==> src/input_capture_consts.vh <==
// register map, field positions, reset values and timing for input capture
`ifndef INPUT_CAPTURE_CONSTS_VH
`define INPUT_CAPTURE_CONSTS_VH

// ---------------------------------------------------------------
// register indexes; byte address is four times the index
// ---------------------------------------------------------------
`define CAP_IDX_ENFLAG 10'h092
`define CAP_IDX_EDGESEL 10'h093
`define CAP_IDX_FILTER 10'h094
`define CAP_IDX_INTSTAT 10'h0a0
`define CAP_IDX_INTMASK 10'h0a1

// ---------------------------------------------------------------
// bus widths and channel count
// ---------------------------------------------------------------
`define CAP_AW 12
`define CAP_DW 32
`define CAP_NCH 3

// ---------------------------------------------------------------
// field positions
// ---------------------------------------------------------------
`define CAP_ON_LSB 4
`define CAP_ON_MSB 6
`define CAP_FLAG_LSB 0
`define CAP_FLAG_MSB 2
`define CAP_SEL_MSB 5
`define CAP_FILT_LSB 4
`define CAP_FILT_MSB 6

// ---------------------------------------------------------------
// reset values
// ---------------------------------------------------------------
`define CAP_RST_ENFLAG 8'h00
`define CAP_RST_EDGESEL 8'h00
`define CAP_RST_FILTER 8'h00
`define CAP_RST_INT 3'h0

// ---------------------------------------------------------------
// edge selection codes
// ---------------------------------------------------------------
`define CAP_SEL_FALL 2'h0
`define CAP_SEL_RISE 2'h1
`define CAP_SEL_BOTH 2'h2
`define CAP_SEL_RSVD 2'h3

// ---------------------------------------------------------------
// noise filter: stable samples needed before a level passes
// ---------------------------------------------------------------
`define CAP_FILT_LEN 4
`define CAP_FILT_CW 3

`endif

==> src/input_capture_control.v <==
// input capture control: apb registers, three channels, interrupt
//
// Function
// - per-channel enable bits at 6, 5, 4
// - disabled channel detects nothing, no flag
// - selected edge sets channel event flag
// - event flags at bits 2, 1, 0
// - edge codes fall, rise, both
// - edge fields at 5:4, 3:2, 1:0
// - filter enables at bits 6, 5, 4
// - filter off means unfiltered detection
// - edge select resets to zero
//
// The APB interface to the registers was chosen for this implementation.
`timescale 1ns/1ps
`include "input_capture_consts.vh"

module input_capture_control (
   input wire core_clk,
   input wire rst_n,
   input wire psel,
   input wire penable,
   input wire pwrite,
   input wire [`CAP_AW-1:0] paddr,
   input wire [`CAP_DW-1:0] pwdata,
   input wire [3:0] pstrb,
   output wire pready,
   output wire [`CAP_DW-1:0] prdata,
   output wire pslverr,
   input wire [`CAP_NCH-1:0] captureIn,
   output wire irq
);

   // ---------------------------------------------------------------
   // register state
   // ---------------------------------------------------------------
   reg [`CAP_NCH-1:0] chanOn_q;
   reg [`CAP_NCH-1:0] chanOn_d;
   reg [`CAP_NCH-1:0] eventFlag_q;
   reg [`CAP_NCH-1:0] eventFlag_d;
   reg [`CAP_SEL_MSB:0] edgeSel_q;
   reg [`CAP_SEL_MSB:0] edgeSel_d;
   reg [`CAP_NCH-1:0] filterOn_q;
   reg [`CAP_NCH-1:0] filterOn_d;
   reg [`CAP_NCH-1:0] intStat_q;
   reg [`CAP_NCH-1:0] intStat_d;
   reg [`CAP_NCH-1:0] intMask_q;
   reg [`CAP_NCH-1:0] intMask_d;
   reg [`CAP_DW-1:0] rdata_q;
   reg [`CAP_DW-1:0] rdata_d;
   reg err_q;
   reg err_d;
   reg irq_q;

   wire [`CAP_NCH-1:0] edgeHit;

   // ---------------------------------------------------------------
   // reset images, cut to the width of each field
   // ---------------------------------------------------------------
   localparam [7:0] RST_ENFLAG = `CAP_RST_ENFLAG;
   localparam [7:0] RST_EDGESEL = `CAP_RST_EDGESEL;
   localparam [7:0] RST_FILTER = `CAP_RST_FILTER;
   localparam [`CAP_NCH-1:0] RST_ON =
      RST_ENFLAG[`CAP_ON_MSB:`CAP_ON_LSB];
   localparam [`CAP_NCH-1:0] RST_FLAG =
      RST_ENFLAG[`CAP_FLAG_MSB:`CAP_FLAG_LSB];
   localparam [`CAP_SEL_MSB:0] RST_SEL =
      RST_EDGESEL[`CAP_SEL_MSB:0];
   localparam [`CAP_NCH-1:0] RST_FILT =
      RST_FILTER[`CAP_FILT_MSB:`CAP_FILT_LSB];

   // ---------------------------------------------------------------
   // address decode
   // ---------------------------------------------------------------
   wire setup;
   wire access;
   wire wrLane;
   wire aligned;
   wire hitEnFlag;
   wire hitEdgeSel;
   wire hitFilter;
   wire hitIntStat;
   wire hitIntMask;
   wire mapped;
   wire wrEnFlag;
   wire wrEdgeSel;
   wire wrFilter;
   wire wrIntStat;
   wire wrIntMask;
   wire [7:0] wbyte;

   assign setup = psel & ~penable;
   assign access = psel & penable;
   assign aligned = (paddr[1:0] == 2'h0);
   assign hitEnFlag = aligned & (paddr[`CAP_AW-1:2] == `CAP_IDX_ENFLAG);
   assign hitEdgeSel = aligned & (paddr[`CAP_AW-1:2] == `CAP_IDX_EDGESEL);
   assign hitFilter = aligned & (paddr[`CAP_AW-1:2] == `CAP_IDX_FILTER);
   assign hitIntStat = aligned & (paddr[`CAP_AW-1:2] == `CAP_IDX_INTSTAT);
   assign hitIntMask = aligned & (paddr[`CAP_AW-1:2] == `CAP_IDX_INTMASK);
   assign mapped = hitEnFlag | hitEdgeSel | hitFilter | hitIntStat |
                   hitIntMask;

   // only byte lane 0 carries register bits; other lanes are ignored
   assign wrLane = access & pwrite & pstrb[0] & mapped;
   assign wrEnFlag = wrLane & hitEnFlag;
   assign wrEdgeSel = wrLane & hitEdgeSel;
   assign wrFilter = wrLane & hitFilter;
   assign wrIntStat = wrLane & hitIntStat;
   assign wrIntMask = wrLane & hitIntMask;
   assign wbyte = pwdata[7:0];

   // zero wait states: every access completes in its first cycle
   assign pready = access;
   assign prdata = rdata_q;
   assign pslverr = err_q & access;
   assign irq = irq_q;

   // ---------------------------------------------------------------
   // per-channel field views
   // ---------------------------------------------------------------
   wire chan0On;
   wire chan1On;
   wire chan2On;
   wire chan0EventFlag;
   wire chan1EventFlag;
   wire chan2EventFlag;
   wire [1:0] chan0EdgeSel;
   wire [1:0] chan1EdgeSel;
   wire [1:0] chan2EdgeSel;
   wire chan0FilterOn;
   wire chan1FilterOn;
   wire chan2FilterOn;

   assign chan0On = chanOn_q[0];
   assign chan1On = chanOn_q[1];
   assign chan2On = chanOn_q[2];
   assign chan0EventFlag = eventFlag_q[0];
   assign chan1EventFlag = eventFlag_q[1];
   assign chan2EventFlag = eventFlag_q[2];
   assign chan0EdgeSel = edgeSel_q[1:0];
   assign chan1EdgeSel = edgeSel_q[3:2];
   assign chan2EdgeSel = edgeSel_q[5:4];
   assign chan0FilterOn = filterOn_q[0];
   assign chan1FilterOn = filterOn_q[1];
   assign chan2FilterOn = filterOn_q[2];

   // ---------------------------------------------------------------
   // channel instances
   // ---------------------------------------------------------------
   capture_channel u_chan0 (
      .core_clk(core_clk),
      .rst_n(rst_n),
      .capIn(captureIn[0]),
      .chanOn(chan0On),
      .filterOn(chan0FilterOn),
      .edgeSel(chan0EdgeSel),
      .edgeHit(edgeHit[0])
   );

   capture_channel u_chan1 (
      .core_clk(core_clk),
      .rst_n(rst_n),
      .capIn(captureIn[1]),
      .chanOn(chan1On),
      .filterOn(chan1FilterOn),
      .edgeSel(chan1EdgeSel),
      .edgeHit(edgeHit[1])
   );

   capture_channel u_chan2 (
      .core_clk(core_clk),
      .rst_n(rst_n),
      .capIn(captureIn[2]),
      .chanOn(chan2On),
      .filterOn(chan2FilterOn),
      .edgeSel(chan2EdgeSel),
      .edgeHit(edgeHit[2])
   );

   // ---------------------------------------------------------------
   // control registers
   // ---------------------------------------------------------------
   always @* begin
      chanOn_d = chanOn_q;
      edgeSel_d = edgeSel_q;
      filterOn_d = filterOn_q;
      intMask_d = intMask_q;
      if (wrEnFlag) begin
         chanOn_d = wbyte[`CAP_ON_MSB:`CAP_ON_LSB];
      end
      if (wrEdgeSel) begin
         edgeSel_d = wbyte[`CAP_SEL_MSB:0];
      end
      if (wrFilter) begin
         filterOn_d = wbyte[`CAP_FILT_MSB:`CAP_FILT_LSB];
      end
      if (wrIntMask) begin
         intMask_d = wbyte[`CAP_NCH-1:0];
      end
   end

   // ---------------------------------------------------------------
   // event flags and interrupt status
   // ---------------------------------------------------------------
   always @* begin
      eventFlag_d = eventFlag_q;
      intStat_d = intStat_q;
      if (wrEnFlag) begin
         eventFlag_d = wbyte[`CAP_FLAG_MSB:`CAP_FLAG_LSB];
      end
      if (wrIntStat) begin
         intStat_d = intStat_q & ~wbyte[`CAP_NCH-1:0];
      end
      eventFlag_d = eventFlag_d | edgeHit;
      intStat_d = intStat_d | edgeHit;
   end

   // ---------------------------------------------------------------
   // interrupt request
   // ---------------------------------------------------------------
   wire [`CAP_NCH-1:0] pendNext;

   // status is sticky; the mask gates only the output, never capture
   assign pendNext = intStat_d & intMask_d;

   // ---------------------------------------------------------------
   // read data, sampled in the setup cycle
   // ---------------------------------------------------------------
   always @* begin
      rdata_d = {`CAP_DW{1'b0}};
      err_d = 1'b0;
      if (setup) begin
         if (!mapped) begin
            err_d = 1'b1;
         end
         if (hitEnFlag) begin
            rdata_d[`CAP_ON_MSB:`CAP_ON_LSB] = chanOn_q;
            rdata_d[`CAP_FLAG_MSB:`CAP_FLAG_LSB] = {chan2EventFlag,
               chan1EventFlag, chan0EventFlag};
         end
         if (hitEdgeSel) begin
            rdata_d[`CAP_SEL_MSB:0] = edgeSel_q;
         end
         if (hitFilter) begin
            rdata_d[`CAP_FILT_MSB:`CAP_FILT_LSB] = filterOn_q;
         end
         if (hitIntStat) begin
            rdata_d[`CAP_NCH-1:0] = intStat_q;
         end
         if (hitIntMask) begin
            rdata_d[`CAP_NCH-1:0] = intMask_q;
         end
      end else if (access) begin
         rdata_d = rdata_q;
         err_d = err_q;
      end
   end

   // ---------------------------------------------------------------
   // flip-flops
   // ---------------------------------------------------------------
   // channel enables
   always @(posedge core_clk) begin
      if (!rst_n) begin
         chanOn_q <= RST_ON;
      end else begin
         chanOn_q <= chanOn_d;
      end
   end

   always @(posedge core_clk) begin
      if (!rst_n) begin
         eventFlag_q <= RST_FLAG;
      end else begin
         eventFlag_q <= eventFlag_d;
      end
   end

   always @(posedge core_clk) begin
      if (!rst_n) begin
         edgeSel_q <= RST_SEL;
      end else begin
         edgeSel_q <= edgeSel_d;
      end
   end

   always @(posedge core_clk) begin
      if (!rst_n) begin
         filterOn_q <= RST_FILT;
      end else begin
         filterOn_q <= filterOn_d;
      end
   end

   // sticky interrupt status
   always @(posedge core_clk) begin
      if (!rst_n) begin
         intStat_q <= `CAP_RST_INT;
      end else begin
         intStat_q <= intStat_d;
      end
   end

   // interrupt mask
   always @(posedge core_clk) begin
      if (!rst_n) begin
         intMask_q <= `CAP_RST_INT;
      end else begin
         intMask_q <= intMask_d;
      end
   end

   // read data held through the access phase
   always @(posedge core_clk) begin
      if (!rst_n) begin
         rdata_q <= {`CAP_DW{1'b0}};
      end else begin
         rdata_q <= rdata_d;
      end
   end

   // refusal of unmapped or misaligned access
   always @(posedge core_clk) begin
      if (!rst_n) begin
         err_q <= 1'b0;
      end else begin
         err_q <= err_d;
      end
   end

   // built from next values so irq moves with the stored status
   always @(posedge core_clk) begin
      if (!rst_n) begin
         irq_q <= 1'b0;
      end else begin
         irq_q <= |pendNext;
      end
   end

endmodule // input_capture_control

==> src/capture_channel.v <==
// one capture channel: synchroniser, noise filter, edge detector
`timescale 1ns/1ps
`include "input_capture_consts.vh"

module capture_channel (
   input wire core_clk,
   input wire rst_n,
   input wire capIn,
   input wire chanOn,
   input wire filterOn,
   input wire [1:0] edgeSel,
   output wire edgeHit
);

   reg sync1_q;
   reg sync2_q;
   reg filt_q;
   reg [`CAP_FILT_CW-1:0] cnt_q;
   reg prev_q;
   reg hit_q;
   wire level;
   wire rise;
   wire fall;
   reg match;

   // ---------------------------------------------------------------
   // synchroniser
   // ---------------------------------------------------------------
   // two-stage sync
   always @(posedge core_clk) begin
      if (!rst_n) begin
         sync1_q <= 1'b0;
         sync2_q <= 1'b0;
      end else begin
         sync1_q <= capIn;
         sync2_q <= sync1_q;
      end
   end

   // ---------------------------------------------------------------
   // noise filter
   // ---------------------------------------------------------------
   // stability count filter
   always @(posedge core_clk) begin
      if (!rst_n) begin
         filt_q <= 1'b0;
         cnt_q <= {`CAP_FILT_CW{1'b0}};
      end else if (sync2_q == filt_q) begin
         cnt_q <= {`CAP_FILT_CW{1'b0}};
      end else if (cnt_q == (`CAP_FILT_LEN - 1)) begin
         filt_q <= sync2_q;
         cnt_q <= {`CAP_FILT_CW{1'b0}};
      end else begin
         cnt_q <= cnt_q + 1'b1;
      end
   end

   assign level = filterOn ? filt_q : sync2_q;

   // ---------------------------------------------------------------
   // edge detection
   // ---------------------------------------------------------------
   assign rise = level & ~prev_q;
   assign fall = ~level & prev_q;

   always @* begin
      case (edgeSel)
         `CAP_SEL_FALL: match = fall;
         `CAP_SEL_RISE: match = rise;
         `CAP_SEL_BOTH: match = rise | fall;
         default: match = 1'b0;
      endcase
   end

   // prev always tracks so enabling a channel raises no stale edge
   always @(posedge core_clk) begin
      if (!rst_n) begin
         prev_q <= 1'b0;
         hit_q <= 1'b0;
      end else begin
         prev_q <= level;
         hit_q <= match & chanOn;
      end
   end

   assign edgeHit = hit_q;

endmodule // capture_channel

==> config.mk <==
export PLATFORM = sky130hd
export DESIGN_NAME = input_capture_control
export DESIGN_NICKNAME = d
export VERILOG_FILES = /design/src/input_capture_control.v /design/src/capture_channel.v
export VERILOG_INCLUDE_DIRS = /design/src
export SDC_FILE = /design/constraint.sdc
export NUM_CORES = 1
export LEC_CHECK = 0
export BUFFER_PORTS_ARGS = -buffer_cell sky130_fd_sc_hd__buf_2
export CAP_MARGIN = 20
export CORE_MARGIN = 1
export CORE_UTILIZATION = 45
export DETAILED_ROUTE_END_ITERATION = 16
export GPL_TIMING_DRIVEN = 1
export PLACE_DENSITY = 0.73
export SKIP_CTS_REPAIR_TIMING = 1
export SKIP_LAST_GASP = 1
export SLEW_MARGIN = 20
export SYNTH_ARGS = -nofsm -noshare
export SYNTH_HDL_FRONTEND = slang
export SYNTH_SLANG_ARGS = --single-unit
==> constraint.sdc <==
create_clock -name core_clk -period 2.15 [get_ports core_clk]
set_input_delay 0.215 -clock core_clk [delete_from_list [all_inputs] [get_ports core_clk]]
set_output_delay 0.215 -clock core_clk [all_outputs]
set_load 0.02 [all_outputs]
# After elaboration in Yosys (flattened, before gate mapping)

Index checks and enable logic that the tools add are counted.

Add/sub/neg operators: 3
Eq/ne operators: 18
Muxes and demuxes: 20
Bitwise operators: 48
Reduce and logical (&&, ||, !) cells: 11

Operator list:

| kind                  | count |
|---|---|
| $eq A10 B8 Y1 const B | 5 |
| $and A1 B1 Y1         | 25 |
| $mux W3               | 8 |
| $mux W7               | 2 |
| $reduce_or A3 Y1      | 4 |
| $not A1 Y1            | 11 |
| $add A3 B1 Y3 const B | 3 |
| $eq A3 B2 Y1 const B  | 3 |
| $pmux W1 S3           | 3 |
| $logic_not A2 Y1      | 4 |
| $or A1 B1 Y1          | 7 |
| $and A3 B3 Y3         | 2 |
| $eq A2 B1 Y1 const B  | 3 |
| $eq A2 B2 Y1 const B  | 3 |
| $mux W1               | 6 |
| $mux W6               | 1 |
| $or A3 B3 Y3          | 2 |
| $reduce_and A2 Y1     | 3 |
| $eq A1 B1 Y1          | 3 |
| $not A3 Y3            | 1 |
| $ne A2 B2 Y1 const B  | 1 |

Register bits: 54
Logic and storage cells: 127

# Longest topological paths before layout

Depth after elaboration: 12
Depth in mapped cells: 6

# Cells and area by module

From an unflattened synthesis, not the netlist that was laid out.

Cell total of the unflattened synthesis: 272
Area total of the unflattened synthesis: 2,610.0 um^2

Modules (own cells, without submodules):

| module                | instances | cells an instance | area each (um^2) |
|---|---|---|---|
| input_capture_control | 1         | 176               | 1,615.3 |
| capture_channel       | 3         | 32                | 331.6 |

# Least setup slack after synthesis

No wires, ideal clock.

Path type: input to register
Start point: in paddr[11]
End point: reg eventFlag_q[0]
Setup time: 115 ps
Data arrival time: 1,567 ps
Required time: 2,035 ps
Setup slack: 468 ps
Stages on the path: 5
Cells stage by stage: nor4_4 > nand4_4 > nor3_4 > mux2_2 > o21a_1

Longest elaborated chain between the ends: 10
Elaborated cells between the ends (all ways): 18
Classes of those cells: eq/ne (5); mux (1); bitwise (12)

RTL lines:

| item                             | line                                                   | RTL |
|---|---|---|
| start: declaration               | input_capture_control.v:24                             | `` input wire [`CAP_AW-1:0] paddr, `` |
| $eq A10 B8 Y1 (no source line)   | n/a                                                    |  |
| $and A1 B1 Y1 (on tied branches) | input_capture_control.v:95, input_capture_control.v:96 |  |
| $or A1 B1 Y1 (4 in series)       | input_capture_control.v:100                            | `assign mapped = hitEnFlag \| hitEdgeSel \| hitFilter \| hitIntStat \|` |
| $and A1 B1 Y1                    | input_capture_control.v:104                            | `assign wrLane = access & pwrite & pstrb[0] & mapped;` |
| $and A1 B1 Y1 (*)                | input_capture_control.v:105                            | `assign wrEnFlag = wrLane & hitEnFlag;` |
| $mux W3 (*)                      | input_capture_control.v:208                            | `if (wrEnFlag) begin` |
| $or A3 B3 Y3 (*)                 | input_capture_control.v:214                            | `eventFlag_d = eventFlag_d \| edgeHit;` |
| end signal: assignment           | input_capture_control.v:275                            | `eventFlag_q <= eventFlag_d;` |
| end: declaration                 | input_capture_control.v:39                             | `` reg [`CAP_NCH-1:0] eventFlag_q; `` |

Mark *: on every way between the ends. The rest lies on a longest branch, timed or not.
A chain may end at the register's enable or synchronous reset.

# Worst setup path after layout

Start point: in paddr[11]
End point: reg irq_q (netlist: irq)

Longest elaborated chain between the ends: 12
Elaborated cells between the ends (all ways): 22
Classes of those cells: eq/ne (5); mux (2); bitwise (14); reduce/logical (1)

RTL lines:

| item                             | line                                                   | RTL |
|---|---|---|
| $eq A10 B8 Y1 (no source line)   | n/a                                                    |  |
| $and A1 B1 Y1 (on tied branches) | input_capture_control.v:95, input_capture_control.v:96 |  |
| $or A1 B1 Y1 (4 in series)       | input_capture_control.v:100                            |  |
| $and A1 B1 Y1                    | input_capture_control.v:104                            |  |
| $and A1 B1 Y1                    | input_capture_control.v:108                            | `assign wrIntStat = wrLane & hitIntStat;` |
| $mux W3                          | input_capture_control.v:211                            | `if (wrIntStat) begin` |
| $or A3 B3 Y3                     | input_capture_control.v:215                            | `intStat_d = intStat_d \| edgeHit;` |
| $and A3 B3 Y3 (*)                | input_capture_control.v:224                            | `assign pendNext = intStat_d & intMask_d;` |
| $reduce_or A3 Y1 (*)             | input_capture_control.v:336                            | `irq_q <= \|pendNext;` |
| end signal: assignment           | input_capture_control.v:336                            |  |
| end: declaration                 | input_capture_control.v:53                             | `reg irq_q;` |

Marks and branches as above.

==> results.md <==
* CTS sink cnt at 54
* Antenna Cells at 0
* Synth warn at 0
* Final instance area at 2930 sq um
* DRT Wirelength at 4710 microns
* Worst VDD drop at 454 uV
* Period utilisation layout at 74.4%
* Fin Hold WS at 0.106 ns
* CTS tree: built
* Reg clk slew, reported paths at 0.09 ns
* Antenna Nets Post-Route at 0
* First-pass GRT wire length at 7880 microns
* Number of hold violations in the final report at 0
* CP Capture Type: flop
* Crit-path max cell delay at 0.41 ns
* Initial antenna violation count at 0
* Cell taking the most area after synthesis: dfxtp_1
* DRC violations left at 0
* Nets at 385
* CP required at 2.38 ns
* Grt total ovfl at 0
* TNS Setup at 0 ns
* Max Slew Vio Count at 0
* Post-synth ARST share at 0%
* Cells after Synth at 279
* Crit path DAT at 1.83 ns
* HPWL after DPL at 3560 microns
* Netlist cell types at 40
* Chip height at 78.8 microns
* Wire length per cell at 12.1 microns
* Number of synthesized flops with an enable pin at 0
* Die Area at 6210 sq um
* Layout area overhead at 10.4%
* Tmin final at 1.60 ns
* Fmax at 625 MHz
* Top FF cell, synth: dfxtp_1
* Share of the synthesized area in the top cell type at 40.7%
* Drt first pass iters at 4
* Synth cell count leaders: dfxtp_1 (54), buf_4 (25), inv_1 (20)
* Status: complete, no violations
* Max Cap Viol at 0
* Final count of negative-setup-slack endpoints at 0
* Clk_lat worst skew at 0.31 ns
* CP delay by family, top: simple AND/OR/NAND/NOR gates
* Synth Cell Area at 2660 sq um
* DP Worst Slack at 0.231 ns
* Power Density at 623 nW/um^2
* WP buf/inv at 1
* Routability congestion estimate at 0.787
* Mean Syn Cell Area at 9.52 sq um
* DP Area at 2830 sq um
* Num rows at 27
* Sequential area share after synthesis at 40.7%
* Crit Path Max Fanout at 5
* Port bufs at 37
* Die width at 78.8 microns
* Pin count of the biggest net entering global routing at 27
* Crit path setup slack, layout at 0.550 ns
* Core Area at 5610 sq um
* Crit path kind: in2reg
* Tot GR Track Use at 16.2%
* Initial DRC count at 82
* Slowest cell on crit path: nor4_4
* Share of layout cells above drive strength 1 at 20.4%
* H-tree Lvls at 2
* I/O pin cnt at 91
* Top-count cell post-synth: dfxtp_1
* Max Clock Skew at 0.00872 ns
* Vias per cell at 4.98
* Vias at 1944
* Startpoint Class: input port
* Seq cells post-synth at 54
* Pleak at 1.23 nW
* CP Cell Sequence: buf_2, nor4_4, nand2_1, nor3_1, mux2_2, o221ai_1
* Initial Util at 47.4%
* Hold WC Path Type: in2reg
* Unrepaired setup endpoints after global routing: false
* Root buf cell: clkbuf_8
* CTS Buffer Depth at 2
* CTS Buf Count at 5
* Top post-synthesis cells by area: dfxtp_1 (41%), buf_4 (7.1%), mux2i_1 (6.0%)
* Number of global-route vias before repair at 1753
==> kinds of logic (layout without fill, tap and decap cells) <==
| kind of cell | count (synthesis) | count (layout) | synth area share [%] |
|---|---|---|---|
| flip-flops | 54 | 54 | 40.7 |
| multiplexers | 25 | 25 | 9.84 |
| other | 1 | 25 | 0.141 |
| AND/OR/NAND/NOR | 87 | 87 | 20.1 |
| XOR/XNOR | 3 | 3 | 0.989 |
| AO/OA/AOI/OAI | 43 | 43 | 11.3 |
| buffers and inverters | 54 | 69 | 11.3 |
| adder cells (fa/ha/maj) | 12 | 12 | 5.65 |
==> final timing paths <==
path	from	end	slack, ns	cells past startpoint
max	paddr[11]	irq	0.55	6
min reg2reg	u_chan0.cnt_q[0]	u_chan0.cnt_q[0]	0.42	1
max reg2reg	filterOn_q[0]	u_chan0.edgeHit	0.69	6
min	captureIn[2]	u_chan2.sync1_q	0.11	2
==> cell usage in the layout (no fill, tap or decap), types with 2 or more instances in the layout <==
cell,synthesis,layout
nand3b_1,6,6
xor2_1,3,3
o21ai_0,11,11
conb_1,1,25
o221ai_1,2,2
nor2_1,15,15
buf_2,3,37
a32oi_1,6,6
nor3_1,5,5
and3_1,4,4
clkbuf_1,6,2
ha_1,12,12
a21oi_1,4,4
a41oi_1,2,2
inv_1,20,20
nand4_1,2,2
a221oi_1,3,3
mux2_2,9,9
nand2_1,16,16
nor3b_1,2,2
buf_4,25,4
a21boi_0,6,6
dfxtp_1,54,54
clkbuf_8,0,5
nor2b_1,18,18
mux2i_1,16,16
and2_1,8,8
o22ai_1,3,3
o21a_1,5,5
==> worst reg2reg max path: stages, from the launching register on <==
cell     delay [ns]
dfxtp_1        0.39
mux2i_1        0.31
ha_1           0.28
inv_1          0.05
mux2i_1        0.06
o21ai_0        0.13
and3_1         0.18
==> layout make-up <==
class / count / area, sq um
timing repair buffer: 41 / 215
clock inverter: 1 / 30.0
multi-input combinational: 195 / 1370
tap: 72 / 90.1
fill: 563 / 2680
inverter: 20 / 75.1
clock buffer: 7 / 76.3
sequential: 54 / 1080
==> registers in the layout, indices dropped and copies added, names as in the netlist, 3 cells and up <==
register	flops
prdata	7
edgeSel_q	6
chanOn_q	3
eventFlag_q	3
filterOn_q	3
intMask_q	3
intStat_q	3
u_chan0.cnt_q	3
u_chan1.cnt_q	3
u_chan2.cnt_q	3
==> power breakdown <==
group | internal [W] | switching (W)
Combinational | 0.0000495 | 0.000103
Sequential | 0.00101 | 0.00000510
Clock | 0.000349 | 0.000310
==> metrics by stage <==
stage	power [W]	util, %	instances
4_1_cts	0.00185	52.3	390
5_1_grt	0.00190	52.3	390
3_5_place_dp	0.00119	50.4	382
2_1_floorplan	0.00117	-	303
6_report	0.00183	52.3	390
3_3_place_gp	0.00119	50.4	382
==> layer usage <==
layer,global-route usage (%),vias to the layer above,routed length (microns)
li1,-,983,-
met1,20.3,900,2220
met2,27.0,57,2170
met3,4.94,4,257
met4,4.18,0,55
met5,0,-,0
Power figures use the tool's default switching activity.
